**src/hdl/exec_pkg.sv**
```systemverilog
// shared constants and types for the arithmetic and branch execute slice
package exec_pkg;
	localparam int PC_W = 12;
	localparam logic [7:0] IO_BIT_MAX = 8'h1F;
	localparam logic [7:0] ONES = 8'hFF;
	localparam logic [7:0] ZERO8 = 8'h00;
	localparam logic [PC_W-1:0] PC_RESET = 12'h000;
	localparam logic [7:0] SP_RESET = 8'hFF;
	localparam int STACK_DEPTH = 16;
	// status flag bit positions
	localparam int FLAG_C = 0;
	localparam int FLAG_Z = 1;
	localparam int FLAG_N = 2;
	localparam int FLAG_V = 3;
	localparam int FLAG_S = 4;
	localparam int FLAG_H = 5;
	localparam int FLAG_I = 7;
	localparam logic [7:0] SREG_RESET = 8'h00;
	// cycle counts per instruction class
	localparam logic [1:0] CYC_ONE = 2'd1;
	localparam logic [1:0] CYC_TWO = 2'd2;
	localparam logic [1:0] CYC_THREE = 2'd3;
	localparam logic [2:0] CYC_RET = 3'd4;
	// operation codes presented by the fetch stage
	typedef enum logic [5:0] {
		OP_NOP, OP_ADD, OP_ADC, OP_SUB, OP_DIFF_CONST, OP_DIFF_BORROW,
		OP_CONST_DIFF_BORROW, OP_AND, OP_AND_CONST, OP_OR, OP_OR_CONST,
		OP_XOR, OP_INVERT, OP_TWOS, OP_SET_MASK, OP_CHECK, OP_CLEAR,
		OP_SET_ALL, OP_WORD_ADD, OP_WORD_SUB, OP_REL_JUMP, OP_PTR_JUMP,
		OP_REL_CALL, OP_PTR_CALL, OP_SUB_EXIT, OP_INT_EXIT, OP_CMP_SKIP,
		OP_CMP, OP_CMP_CARRY, OP_CMP_CONST, OP_IO_SET, OP_IO_CLEAR,
		OP_SKIP_IO_HIGH, OP_SKIP_IO_LOW
	} op_t;
endpackage

```
**src/hdl/exec_alu.sv**
```systemverilog
// combinational byte and word arithmetic with status flag generation
`timescale 1ns/1ps
module exec_alu
	import exec_pkg::*;
(
	// operation and operands
	input wire exec_pkg::op_t op,
	input wire logic [7:0] a,
	input wire logic [7:0] b,
	input wire logic [7:0] flags_in,
	// results
	output logic [15:0] result,
	output logic [7:0] flags_out,
	output logic writes
);
	logic [8:0] sum9;
	logic [4:0] sum5;
	logic [16:0] w17;
	logic [7:0] r8;
	logic cin;
	logic is_sub;
	// carry or borrow in for the chained forms
	assign cin = (op == OP_ADC || op == OP_DIFF_BORROW ||
		op == OP_CONST_DIFF_BORROW || op == OP_CMP_CARRY) ?
		flags_in[FLAG_C] : 1'b0;

	always_comb begin
		result = 16'h0000;
		flags_out = flags_in;
		writes = 1'b0;
		sum9 = 9'h000;
		sum5 = 5'h00;
		w17 = 17'h00000;
		r8 = 8'h00;
		is_sub = 1'b0;
		unique case (op)
			OP_ADD, OP_ADC: begin
				sum9 = {1'b0, a} + {1'b0, b} + {8'h00, cin};
				sum5 = {1'b0, a[3:0]} + {1'b0, b[3:0]} + {4'h0, cin};
				r8 = sum9[7:0];
				flags_out[FLAG_C] = sum9[8];
				flags_out[FLAG_H] = sum5[4];
				flags_out[FLAG_V] = (a[7] == b[7]) && (r8[7] != a[7]);
				writes = 1'b1;
			end
			// subtract, negate and compare share one borrow chain
			OP_SUB, OP_DIFF_CONST, OP_DIFF_BORROW, OP_CONST_DIFF_BORROW,
			OP_TWOS, OP_CMP, OP_CMP_CARRY, OP_CMP_CONST: begin
				is_sub = 1'b1;
				sum9 = {1'b0, a} - {1'b0, b} - {8'h00, cin};
				sum5 = {1'b0, a[3:0]} - {1'b0, b[3:0]} - {4'h0, cin};
				r8 = sum9[7:0];
				flags_out[FLAG_C] = sum9[8];
				flags_out[FLAG_H] = sum5[4];
				flags_out[FLAG_V] = (a[7] != b[7]) && (r8[7] != a[7]);
				writes = !(op == OP_CMP || op == OP_CMP_CARRY ||
					op == OP_CMP_CONST);
			end
			OP_AND, OP_AND_CONST, OP_CHECK: begin
				r8 = a & b;
				flags_out[FLAG_V] = 1'b0;
				writes = (op != OP_CHECK);
			end
			OP_OR, OP_OR_CONST, OP_SET_MASK: begin
				r8 = a | b;
				flags_out[FLAG_V] = 1'b0;
				writes = 1'b1;
			end
			OP_XOR, OP_CLEAR: begin
				r8 = a ^ b;
				flags_out[FLAG_V] = 1'b0;
				writes = 1'b1;
			end
			OP_INVERT: begin
				r8 = ONES - a;
				flags_out[FLAG_C] = 1'b1;
				flags_out[FLAG_V] = 1'b0;
				writes = 1'b1;
			end
			OP_SET_ALL: begin // no flag changes
				r8 = ONES;
				writes = 1'b1;
			end
			OP_WORD_ADD, OP_WORD_SUB: begin // b:a is the pair, b the high byte
				w17 = (op == OP_WORD_ADD) ?
					({1'b0, b, a} + {11'h000, flags_in[5:0]}) :
					({1'b0, b, a} - {11'h000, flags_in[5:0]});
				result = w17[15:0];
				flags_out[FLAG_C] = w17[16];
				flags_out[FLAG_Z] = (w17[15:0] == 16'h0000);
				flags_out[FLAG_N] = w17[15];
				flags_out[FLAG_V] = (op == OP_WORD_ADD) ?
					(!b[7] && w17[15]) : (b[7] && !w17[15]);
				flags_out[FLAG_S] = w17[15] ^ flags_out[FLAG_V];
				writes = 1'b1;
			end
			default: begin
				writes = 1'b0;
			end
		endcase
		// byte ops except OP_SET_ALL share zero and negative, word ops set their own
		if (op != OP_WORD_ADD && op != OP_WORD_SUB && op != OP_SET_ALL &&
			(writes || is_sub || op == OP_CHECK)) begin
			result = {8'h00, r8};
			flags_out[FLAG_Z] = (r8 == ZERO8);
			flags_out[FLAG_N] = r8[7];
			flags_out[FLAG_S] = r8[7] ^ flags_out[FLAG_V];
		end else if (op == OP_SET_ALL) begin
			result = {8'h00, r8};
		end
	end
endmodule

```
**src/hdl/exec_core.sv**
```systemverilog
// execute stage for arithmetic, logic, branch and io bit instructions
`timescale 1ns/1ps
//
// Overview of operation
// - io bit set/clear only for 0x00..0x1F
// - skip on io bit high or low, only for 0x00..0x1F
// - io bit set/clear touches only that bit
// - add with optional carry, six flags, 1 cycle
// - word add/sub immediate, 2 cycles
// - subtract with optional borrow, 1 cycle
// - and, or, xor update Z N V S
// - set mask bits ors constant, 1 cycle
// - check ands register with itself
// - pointer jump loads pc from Z, 2 cycles
// - pointer call pushes return, 3 cycles
// - compare skip equal skips next instruction
// - compares set flags without storing result
module exec_core
	import exec_pkg::*;
(
	// clock and reset
	input wire logic mclk,
	input wire logic reset_n,
	// instruction from fetch, same clock
	input wire logic instr_valid,
	input wire exec_pkg::op_t instr_op,
	input wire logic [7:0] opnd_a,
	input wire logic [7:0] opnd_b,
	input wire logic [7:0] opnd_k,
	input wire logic [2:0] bit_sel,
	input wire logic [7:0] io_addr,
	input wire logic [11:0] rel_offset,
	input wire logic [15:0] z_ptr,
	input wire logic next_is_long,
	// io register read data, same clock
	input wire logic [7:0] io_rdata,
	// execution status
	output logic busy,
	output logic [11:0] pc,
	output logic [7:0] sreg,
	// register file write back
	output logic rf_we,
	output logic rf_wide,
	output logic [15:0] rf_wdata,
	// io bit write strobe, single bit only
	output logic io_bit_we,
	output logic [7:0] io_bit_addr,
	output logic [2:0] io_bit_num,
	output logic io_bit_val
);
	logic [2:0] wait_q, wait_d;
	logic busy_q; // registered twin of a nonzero stall count
	logic [11:0] pc_q, pc_d;
	logic [7:0] sreg_q;
	logic [7:0] sp_q;
	logic [11:0] stack_mem [STACK_DEPTH];
	logic rf_we_q, rf_wide_q, io_we_q, io_val_q;
	logic [15:0] rf_wdata_q;
	logic [7:0] io_addr_q;
	logic [2:0] io_num_q;
	logic [15:0] alu_res;
	logic [7:0] alu_flags, alu_b;
	logic alu_writes;
	logic word_op; // word add or subtract immediate on a pair
	logic [7:0] alu_a_in, alu_b_in, alu_f_in; // alu operand selection
	logic [7:0] new_flags; // flags to load into the status register
	logic take, io_ok, skip_cond, is_skip;
	logic [11:0] pc_next, skip_pc, pop_pc;
	logic [2:0] cycles;

	// word forms are decoded in several places, so decode them once
	function automatic logic is_word_op(input op_t o);
		return (o == OP_WORD_ADD) || (o == OP_WORD_SUB);
	endfunction
	assign word_op = is_word_op(instr_op);

	// constant forms use K, self forms reuse the first operand
	assign alu_b = (instr_op == OP_DIFF_CONST ||
		instr_op == OP_CONST_DIFF_BORROW || instr_op == OP_AND_CONST ||
		instr_op == OP_OR_CONST || instr_op == OP_SET_MASK ||
		instr_op == OP_CMP_CONST) ? opnd_k :
		(instr_op == OP_CHECK || instr_op == OP_CLEAR) ? opnd_a :
		opnd_b;
	// negation is zero minus the register
	assign alu_a_in = (instr_op == OP_TWOS) ? ZERO8 : opnd_a;
	assign alu_b_in = (instr_op == OP_TWOS) ? opnd_a : alu_b;
	// word ops pass the 6-bit immediate through flags_in
	assign alu_f_in = word_op ? {2'b00, opnd_k[5:0]} : sreg_q;

	exec_alu exec_alu_inst (
		.op(instr_op),
		.a(alu_a_in),
		.b(alu_b_in),
		.flags_in(alu_f_in),
		.result(alu_res),
		.flags_out(alu_flags),
		.writes(alu_writes)
	);

	// after a word op restore the real upper flags and half carry
	assign new_flags = word_op ?
		{sreg_q[7:6], sreg_q[FLAG_H], alu_flags[4:0]} : alu_flags;

	// new instructions accepted only while idle
	assign take = instr_valid && (wait_q == 3'd0);
	// io bit ops outside the low range are ignored
	assign io_ok = (io_addr <= IO_BIT_MAX);
	assign pc_next = pc_q + 12'd1;
	// skipping a long instruction steps three words, else two
	assign skip_pc = next_is_long ? pc_q + 12'd3 : pc_q + 12'd2;
	assign pop_pc = stack_mem[4'(sp_q + 8'd1)];
	assign skip_cond = (instr_op == OP_CMP_SKIP) ? (opnd_a == opnd_b) :
		(instr_op == OP_SKIP_IO_HIGH) ? (io_ok && io_rdata[bit_sel]) :
		(io_ok && !io_rdata[bit_sel]);
	assign is_skip = instr_op == OP_CMP_SKIP ||
		instr_op == OP_SKIP_IO_HIGH || instr_op == OP_SKIP_IO_LOW;

	// cycle count and next pc for the accepted instruction
	always_comb begin
		cycles = {1'b0, CYC_ONE};
		pc_d = pc_next;
		unique case (instr_op)
			OP_WORD_ADD, OP_WORD_SUB: cycles = {1'b0, CYC_TWO};
			OP_IO_SET, OP_IO_CLEAR: cycles = {1'b0, CYC_TWO};
			OP_REL_JUMP: begin
				cycles = {1'b0, CYC_TWO};
				pc_d = pc_q + rel_offset + 12'd1;
			end
			OP_REL_CALL: begin
				cycles = {1'b0, CYC_THREE};
				pc_d = pc_q + rel_offset + 12'd1;
			end
			OP_PTR_JUMP: begin
				cycles = {1'b0, CYC_TWO};
				pc_d = z_ptr[11:0];
			end
			OP_PTR_CALL: begin
				cycles = {1'b0, CYC_THREE};
				pc_d = z_ptr[11:0];
			end
			OP_SUB_EXIT, OP_INT_EXIT: begin
				cycles = CYC_RET;
				pc_d = pop_pc;
			end
			OP_CMP_SKIP, OP_SKIP_IO_HIGH, OP_SKIP_IO_LOW: begin
				if (skip_cond) begin
					cycles = next_is_long ? {1'b0, CYC_THREE} :
						{1'b0, CYC_TWO};
					pc_d = skip_pc;
				end
			end
			default: begin
				cycles = {1'b0, CYC_ONE};
			end
		endcase
	end
	assign wait_d = take ? cycles - 3'd1 :
		(wait_q != 3'd0) ? wait_q - 3'd1 : 3'd0;

	// sequencing: pc, stall counter and the small return stack
	always_ff @(posedge mclk) begin
		if (!reset_n) begin
			pc_q <= PC_RESET;
			wait_q <= 3'd0;
			busy_q <= 1'b0;
			sp_q <= SP_RESET;
		end else begin
			wait_q <= wait_d;
			// registered so busy leaves the block straight from a flop
			busy_q <= (wait_d != 3'd0);
			if (take) begin
				pc_q <= pc_d;
				// calls push the return address
				if (instr_op == OP_REL_CALL || instr_op == OP_PTR_CALL) begin
					stack_mem[4'(sp_q)] <= pc_next;
					sp_q <= sp_q - 8'd1;
				end else if (instr_op == OP_SUB_EXIT ||
					instr_op == OP_INT_EXIT) begin
					sp_q <= sp_q + 8'd1;
				end
			end
		end
	end

	// status register; flags unchanged by jumps and calls
	always_ff @(posedge mclk) begin
		if (!reset_n) begin
			sreg_q <= SREG_RESET;
		end else if (take) begin
			if (instr_op == OP_INT_EXIT) begin
				sreg_q[FLAG_I] <= 1'b1;
			end else if (!is_skip && instr_op != OP_SET_ALL) begin
				sreg_q <= new_flags;
			end
		end
	end

	// write back and single-bit io strobes, all registered
	always_ff @(posedge mclk) begin
		if (!reset_n) begin
			rf_we_q <= 1'b0;
			rf_wide_q <= 1'b0;
			rf_wdata_q <= 16'h0000;
			io_we_q <= 1'b0;
			io_addr_q <= 8'h00;
			io_num_q <= 3'd0;
			io_val_q <= 1'b0;
		end else begin
			rf_we_q <= take && alu_writes;
			rf_wide_q <= word_op;
			rf_wdata_q <= alu_res;
			// only the addressed bit is strobed, never a byte write
			io_we_q <= take && io_ok &&
				(instr_op == OP_IO_SET || instr_op == OP_IO_CLEAR);
			io_addr_q <= io_addr;
			io_num_q <= bit_sel;
			io_val_q <= instr_op == OP_IO_SET;
		end
	end

	assign busy = busy_q;
	assign pc = pc_q;
	assign sreg = sreg_q;
	assign rf_we = rf_we_q;
	assign rf_wide = rf_wide_q;
	assign rf_wdata = rf_wdata_q;
	assign io_bit_we = io_we_q;
	assign io_bit_addr = io_addr_q;
	assign io_bit_num = io_num_q;
	assign io_bit_val = io_val_q;
endmodule

```
**config.mk**
```make
export PLATFORM = sky130hd
export DESIGN_NAME = exec_core
export DESIGN_NICKNAME = d
export VERILOG_FILES = /design/src/hdl/exec_pkg.sv /design/src/hdl/exec_alu.sv /design/src/hdl/exec_core.sv
export SDC_FILE = /design/constraint.sdc
export NUM_CORES = 1
export LEC_CHECK = 0
export BUFFER_PORTS_ARGS = -buffer_cell sky130_fd_sc_hd__clkbuf_2
export CELL_PAD_IN_SITES_DETAIL_PLACEMENT = 2
export CELL_PAD_IN_SITES_GLOBAL_PLACEMENT = 2
export CORE_UTILIZATION = 38
export CTS_BUF_LIST = sky130_fd_sc_hd__clkbuf_4
export CTS_CLUSTER_DIAMETER = 60
export DETAILED_ROUTE_END_ITERATION = 12
export PLACE_DENSITY_LB_ADDON = 0.3
export SETUP_SLACK_MARGIN = 0.5
export SLEW_MARGIN = 25
export SYNTH_ARGS = -nofsm -noshare
export SYNTH_HDL_FRONTEND = slang
export SYNTH_SLANG_ARGS = --single-unit
```
**constraint.sdc**
```tcl
create_clock -name mclk -period 6.1 [get_ports mclk]
set_input_delay 1.22 -clock mclk [delete_from_list [all_inputs] [get_ports mclk]]
set_output_delay 1.22 -clock mclk [all_outputs]
set_load 0.005 [all_outputs]
```
Word-level counts from Yosys, hierarchy flattened --
Memories as Yosys holds them, arrays and structs flattened. Index checks and enable logic that the tools add are counted.
Operators by class: $add $sub $neg 20, order comparisons 2, equality and inequality tests 42, mux-type cells 42, bitwise logic cells 9, reduce and logical (&&, ||, !) cells 63
Operator list (number):
- equality test 6 x 5 -> 1 bit, second input constant | 16
- 2-to-1 mux 8 bit | 12
- case mux 8 bit (7 select lines) | 1
- equality test 6 x 4 -> 1 bit, second input constant | 8
- case mux 12 bit (4 select lines) | 1
- adder 12 x 1 -> 12 bit, second input constant | 2
- adder 12 x 2 -> 12 bit, second input constant | 2
- equality test 6 x 3 -> 1 bit, second input constant | 4
- 2-to-1 mux 12 bit | 2
- logical OR 1 bit | 19
- inequality test 6 x 5 -> 1 bit, second input constant | 3
- adder 16 x 6 -> 17 bit | 1
- 2-to-1 mux 17 bit | 1
- subtractor 16 x 6 -> 17 bit | 1
- logical NOT 16 bit | 1
- logical AND 1 bit | 14
- 2-to-1 mux 1 bit | 14
- OR reduction 2 bit | 7
- adder 12 bit | 1
- equality test 6 x 2 -> 1 bit, second input constant | 2
- equality test 6 bit, second input constant | 2
- case mux 3 bit (4 select lines) | 1
- OR reduction 11 bit | 1
- adder 8 x 8 -> 9 bit | 1
- other kinds (42) | 61
Storage, ports and cells: register bits 62, memory bits (writable) 192, bits of input ports 81, output and inout bits 52, word-level logic and storage cells 194, memories 1
Memories:
- stack_mem | depth 16, width 12, read ports 1, clocked after Yosys merged registers in 0, write ports 1, RTL line exec_core.sv:56 | logic [11:0] stack_mem [STACK_DEPTH];

Logic depth before layout (Yosys ltp) --
depth in word-level cells 19, gate-level depth with buffers 23, depth with buffers taken out 21

By module --
A second synthesis with hierarchy kept.
Unflattened totals: cells, all modules 1219, area total of the unflattened synthesis 14302.5 um2
By module, submodules not included:
- exec_core | instances 1, cells each 814, area each 11506.0 um2, sequential area each 6946.7 um2
- exec_alu | instances 1, cells each 405, area each 2796.4 um2, sequential area each 0.0 um2

Least setup slack after synthesis --
OpenSTA, ideal clock, no wires.
path kind input-to-reg, from input instr_op[2], to register sreg_q[1], in the netlist sreg[1], arrival 5746 ps, required time 6026 ps, path slack 280 ps, stages on the path 20, path buffers 4, cell sequence buf_2 > buf_2 > nor2_1 > and3_1 > clkbuf_1 > buf_1 > mux2i_1 > ha_1 > nor2_1 > xnor2_1 > ha_1 > nor2b_1 > o31a_1 > or3_1 > a31oi_2 > o21ai_0 > xnor2_1 > or4_1 > or4_1 > a31oi_1
On the way: longest elaborated chain between the ends 14
Ends and longest elaborated chain:
- start: declaration | RTL line exec_core.sv:26 | input wire exec_pkg::op_t instr_op,
- equality test 6 x 3 -> 1 bit (on tied branches)
- logical OR 1 bit | RTL line exec_core.sv:78 | assign alu_b = (instr_op == OP_DIFF_CONST ||
- logical OR 1 bit (2 in a row) | RTL line exec_core.sv:79 | instr_op == OP_CONST_DIFF_BORROW || instr_op == OP_AND_CONST ||
- logical OR 1 bit (2 in a row) | RTL line exec_core.sv:80 | instr_op == OP_OR_CONST || instr_op == OP_SET_MASK ||
- 2-to-1 mux 8 bit | RTL line exec_core.sv:81 | instr_op == OP_CMP_CONST) ? opnd_k :
- 2-to-1 mux 8 bit | RTL line exec_core.sv:86 | assign alu_b_in = (instr_op == OP_TWOS) ? opnd_a : alu_b;
- subtractor 8 x 8 -> 9 bit (tied with other cells) | RTL line exec_alu.sv:50 | sum9 = {1'b0, a} - {1'b0, b} - {8'h00, cin};
- subtractor 9 x 1 -> 9 bit (tied with other cells) | RTL line exec_alu.sv:50
- case mux 8 bit (7 select lines) / logical NOT 16 bit (equally long branches) | RTL line exec_alu.sv:36, exec_alu.sv:90
- logical NOT 8 bit / 2-to-1 mux 2 bit (equally long branches) | RTL line exec_alu.sv:105, exec_alu.sv:36
- 2-to-1 mux 2 bit | RTL line exec_alu.sv:102 | if (op != OP_WORD_ADD && op != OP_WORD_SUB && op != OP_SET_ALL &&
- 2-to-1 mux 8 bit | RTL line exec_core.sv:101 | assign new_flags = word_op ?
- end signal: assignment | RTL line exec_core.sv:193 | sreg_q <= new_flags;
- end: declaration | RTL line exec_core.sv:54 | logic [7:0] sreg_q;
Parallel ways exist; a longest one is shown, timed or not. The select of a mux whose other input is x is not followed. A chain may end at the register's enable or synchronous reset.

Final worst setup path --
from input instr_op[2], to register sreg_q[4], in the netlist sreg[4]
On the way: longest elaborated chain between the ends 17
Ends and longest elaborated chain:
- branches (longest 17 deep; another with subtractor 8 x 8 -> 9 bit)
Several ways; the timed one is not identified. The select of a mux whose other input is x is not followed.

==> impl_metrics.ini <==
[worst_setup_path]
timing.rr.end = pc[8]
reg2reg_depth = 10
r2r_start = sp_q[0]
worstPathRequired_ns = 6.73
criticalPathCategory = input pin to flop
path_max_fanout = 18
crit_path_end_kind = flop
start_kind = input pin
rrSetupSlack_ns = 1.89
arrival_ns = 5.87

[floorplan]
io_pins = 133
dieHeight_um = 194
initial_core_util_pct = 38.9
die_area_mm2 = 0.0376
num_rows = 69
die_w_um = 194
core_mm2 = 0.0359

[global_route]
busiest_layer = met2
grt_max_degree = 49
grt_first_pass_wirelength_mm = 79.0
use_met1_pct = 32.7
antenna_found_initial = 2
gr-usage-all-layers_pct = 28.2
grt_overflow = 0
grt_pass1_vias = 12640
met3_usage_pct = 5.17
met2_usage_pct = 49.9

[routing]
wl_per_cell_um = 27.1
vias_per_cell = 5.93
drtIter0Drc = 645
vias = 11437
ant_nets = 0
wirelength_mm = 52.3
first_pass_iters = 5
drc = 0

[timing]
maxSlewViolCount = 0
period_share_pct = 86.0
hold_viol_final = 0
rsz0062_at_grt = no
finalSetupViolCount = 0
post-route-min-period_ns = 5.24
fmax_mhz = 191
relSlewSlack_pct = 27.8
worstMarginPinSlew_ns = 1.08
fin_skew_ns = 0.0732
final.setup.tns_ns = 0

[synth]
synthArstFlopShare_pct = 0
syn_avg_cell_area_um2 = 11.4
synth_most_common_cell = edfxtp_1
synth_top_cell_area_share_pct = 41.2
yosys_warnings = 0
syn_area_mm2 = 0.0140
synth_seq_area_share_pct = 49.6
synth_nets = 1378
yosys_most_used_dff = edfxtp_1
synth-edff-count = 192
synth.distinct_cells = 76
ys_ff_latch = 250
synthCells = 1223
synth.area.top_cells = edfxtp_1, dfxtp_1, mux4_2, ha_1, xnor2_1
synth_top_cells_by_count = edfxtp_1, nand2_1, nor2_1
synth_top_area_cell = edfxtp_1

[clock_tree]
hold_buffers = 0
h-tree-depth = 3
cts.clk_slew.worst_paths_ns = 0.06
cts_setup_buffers = 0
cts_tree = done
clk_latency_ns = 0.76
clk_path_buf_depth = 3
cts.sinks = 250
root_buffer = clkbuf_4
cts_made_buffers = 69

[place]
gp_congestion = 0.850
hpwlAfterDp_mm = 36.0
port_buffers = 127

[min_path]
hold_start = sreg[7]
holdPathStages = 1
hold_path.class = flop to flop
holdPathEnd = sreg[7]

[pwr]
pwr_density_cell_mw_per_mm2 = 301
ir_drop_v = 0.000202
p_leak_nw = 6.42
finalPower_mw = 4.92

[status]
status = finished clean

[run]
maxCapViolCount = 0

[finish]
drive_gt1_share_pct = 25.5
area_growth_syn_to_layout_pct = 16.9
n_fill_cell = 3755
nNetsFinal = 1574
==> final cells by class <==
type | instances | area, µm² | area share, %
sequential | 250 | 6930 | 42.4
multi-input combinational | 855 | 6680 | 40.9
timing repair buffer | 190 | 1110 | 6.79
clock buffer | 92 | 691 | 4.23
tap | 461 | 577 | 3.53
inverter | 53 | 199 | 1.22
clock inverter | 26 | 148 | 0.904
antenna | 2 | 5.00 | 0.0306
==> report_power, final <==
part           total, mW  internal (mW)  switching (mW)
clock network       1.55          0.751           0.799
registers           2.00           1.93          0.0665
logic               1.38          0.520           0.858
total               4.92           3.20            1.72
==> state kept, by name, summed over array words and instances (netlist names) <==
register     count
rf_we            1
io_bit_val       1
io_bit_addr      8
sp_q             4
pc              12
rf_wide          1
rf_wdata        16
wait_q           3
stack_mem      192
sreg             7
io_bit_num       3
io_bit_we        1
busy             1
==> how the worst max path moves through the flow <==
stage	from	endpoint	slack [ns]	cells past startpoint
after global routing	instr_op[2]	sreg[3]	0.54	21
after global placement	instr_op[2]	sreg[1]	0.25	18
after detailed placement	instr_op[2]	sreg[4]	0.04	21
final	instr_op[2]	sreg[4]	0.86	21
after floorplan	instr_op[2]	sreg[1]	0.56	20
after CTS	instr_op[2]	sreg[4]	0.82	21
==> critical path, cell delays in order <==
cell and delay, ns:
clkbuf_2 0.24, nor2_1 0.24, and3_1 0.39, mux2i_2 0.36, buf_4 0.17, or3_1 0.14, inv_1 0.06, fa_1 0.38
inv_1 0.11, ha_1 0.23, a211oi_1 0.30, buf_4 0.18, a311oi_1 0.05, o31a_1 0.35, or3_1 0.35, a2111oi_0 0.38
buf_4 0.18, o22ai_1 0.07, o311ai_0 0.18, or3_1 0.20, nand3_1 0.06
==> through the flow <==
step / instance area (µm²) / instances / setup WS, ns / hold WS (ns) / util (%)
final: 16300 / 1929 / 0.855 / 0.468 / 45.5
after global routing: 16300 / 1929 / 0.545 / 0.494 / 45.5
after CTS: 16300 / 1927 / 0.817 / 0.475 / 45.4
after detailed placement: 15500 / 1809 / 0.0432 / 0.463 / 43.1
after global placement: 15500 / 1809 / 0.246 / 0.451 / 43.0
after floorplan: 14000 / 1223 / 0.557 / 0.465 / -
==> cells in the final DEF, fill, tap and decap left out, types with 52 or more instances in the layout <==
| cell | n |
|---|---|
| ha_1 | 67 |
| edfxtp_1 | 192 |
| dfxtp_1 | 57 |
| clkbuf_4 | 92 |
| clkbuf_2 | 127 |
| a21oi_1 | 62 |
| buf_4 | 63 |
| nand2_1 | 93 |
| inv_1 | 52 |
| nor2_1 | 76 |
| o21ai_0 | 68 |
==> kinds of logic (layout without fill, tap and decap cells) <==
logic type	Yosys count	in the layout	share of synthesized area [%]
other	1	3	0.0268
adders and majority gates	75	75	7.02
and+or+nand+nor	348	348	12.5
xor gates and xnor gates	68	68	4.26
buffers and inverters	118	361	3.29
muxes	75	75	9.89
AOI/OAI and AO/OA	288	288	13.5
DFF	250	250	49.6
==> repair_timing <==
item | CTS | global route
endpoints found under the setup margin | 0 | 1
gates resized for setup | 0 | 1
endpoints found under the hold margin | 0 | 0
==> per-layer routing <==
metal | vias to the layer above | routed length, µm
li1 | 5064 | -
met1 | 5876 | 20700
met2 | 381 | 26600
met3 | 116 | 2570
met4 | 0 | 2420
met5 | - | 0
Power figures use the tool's default switching activity.
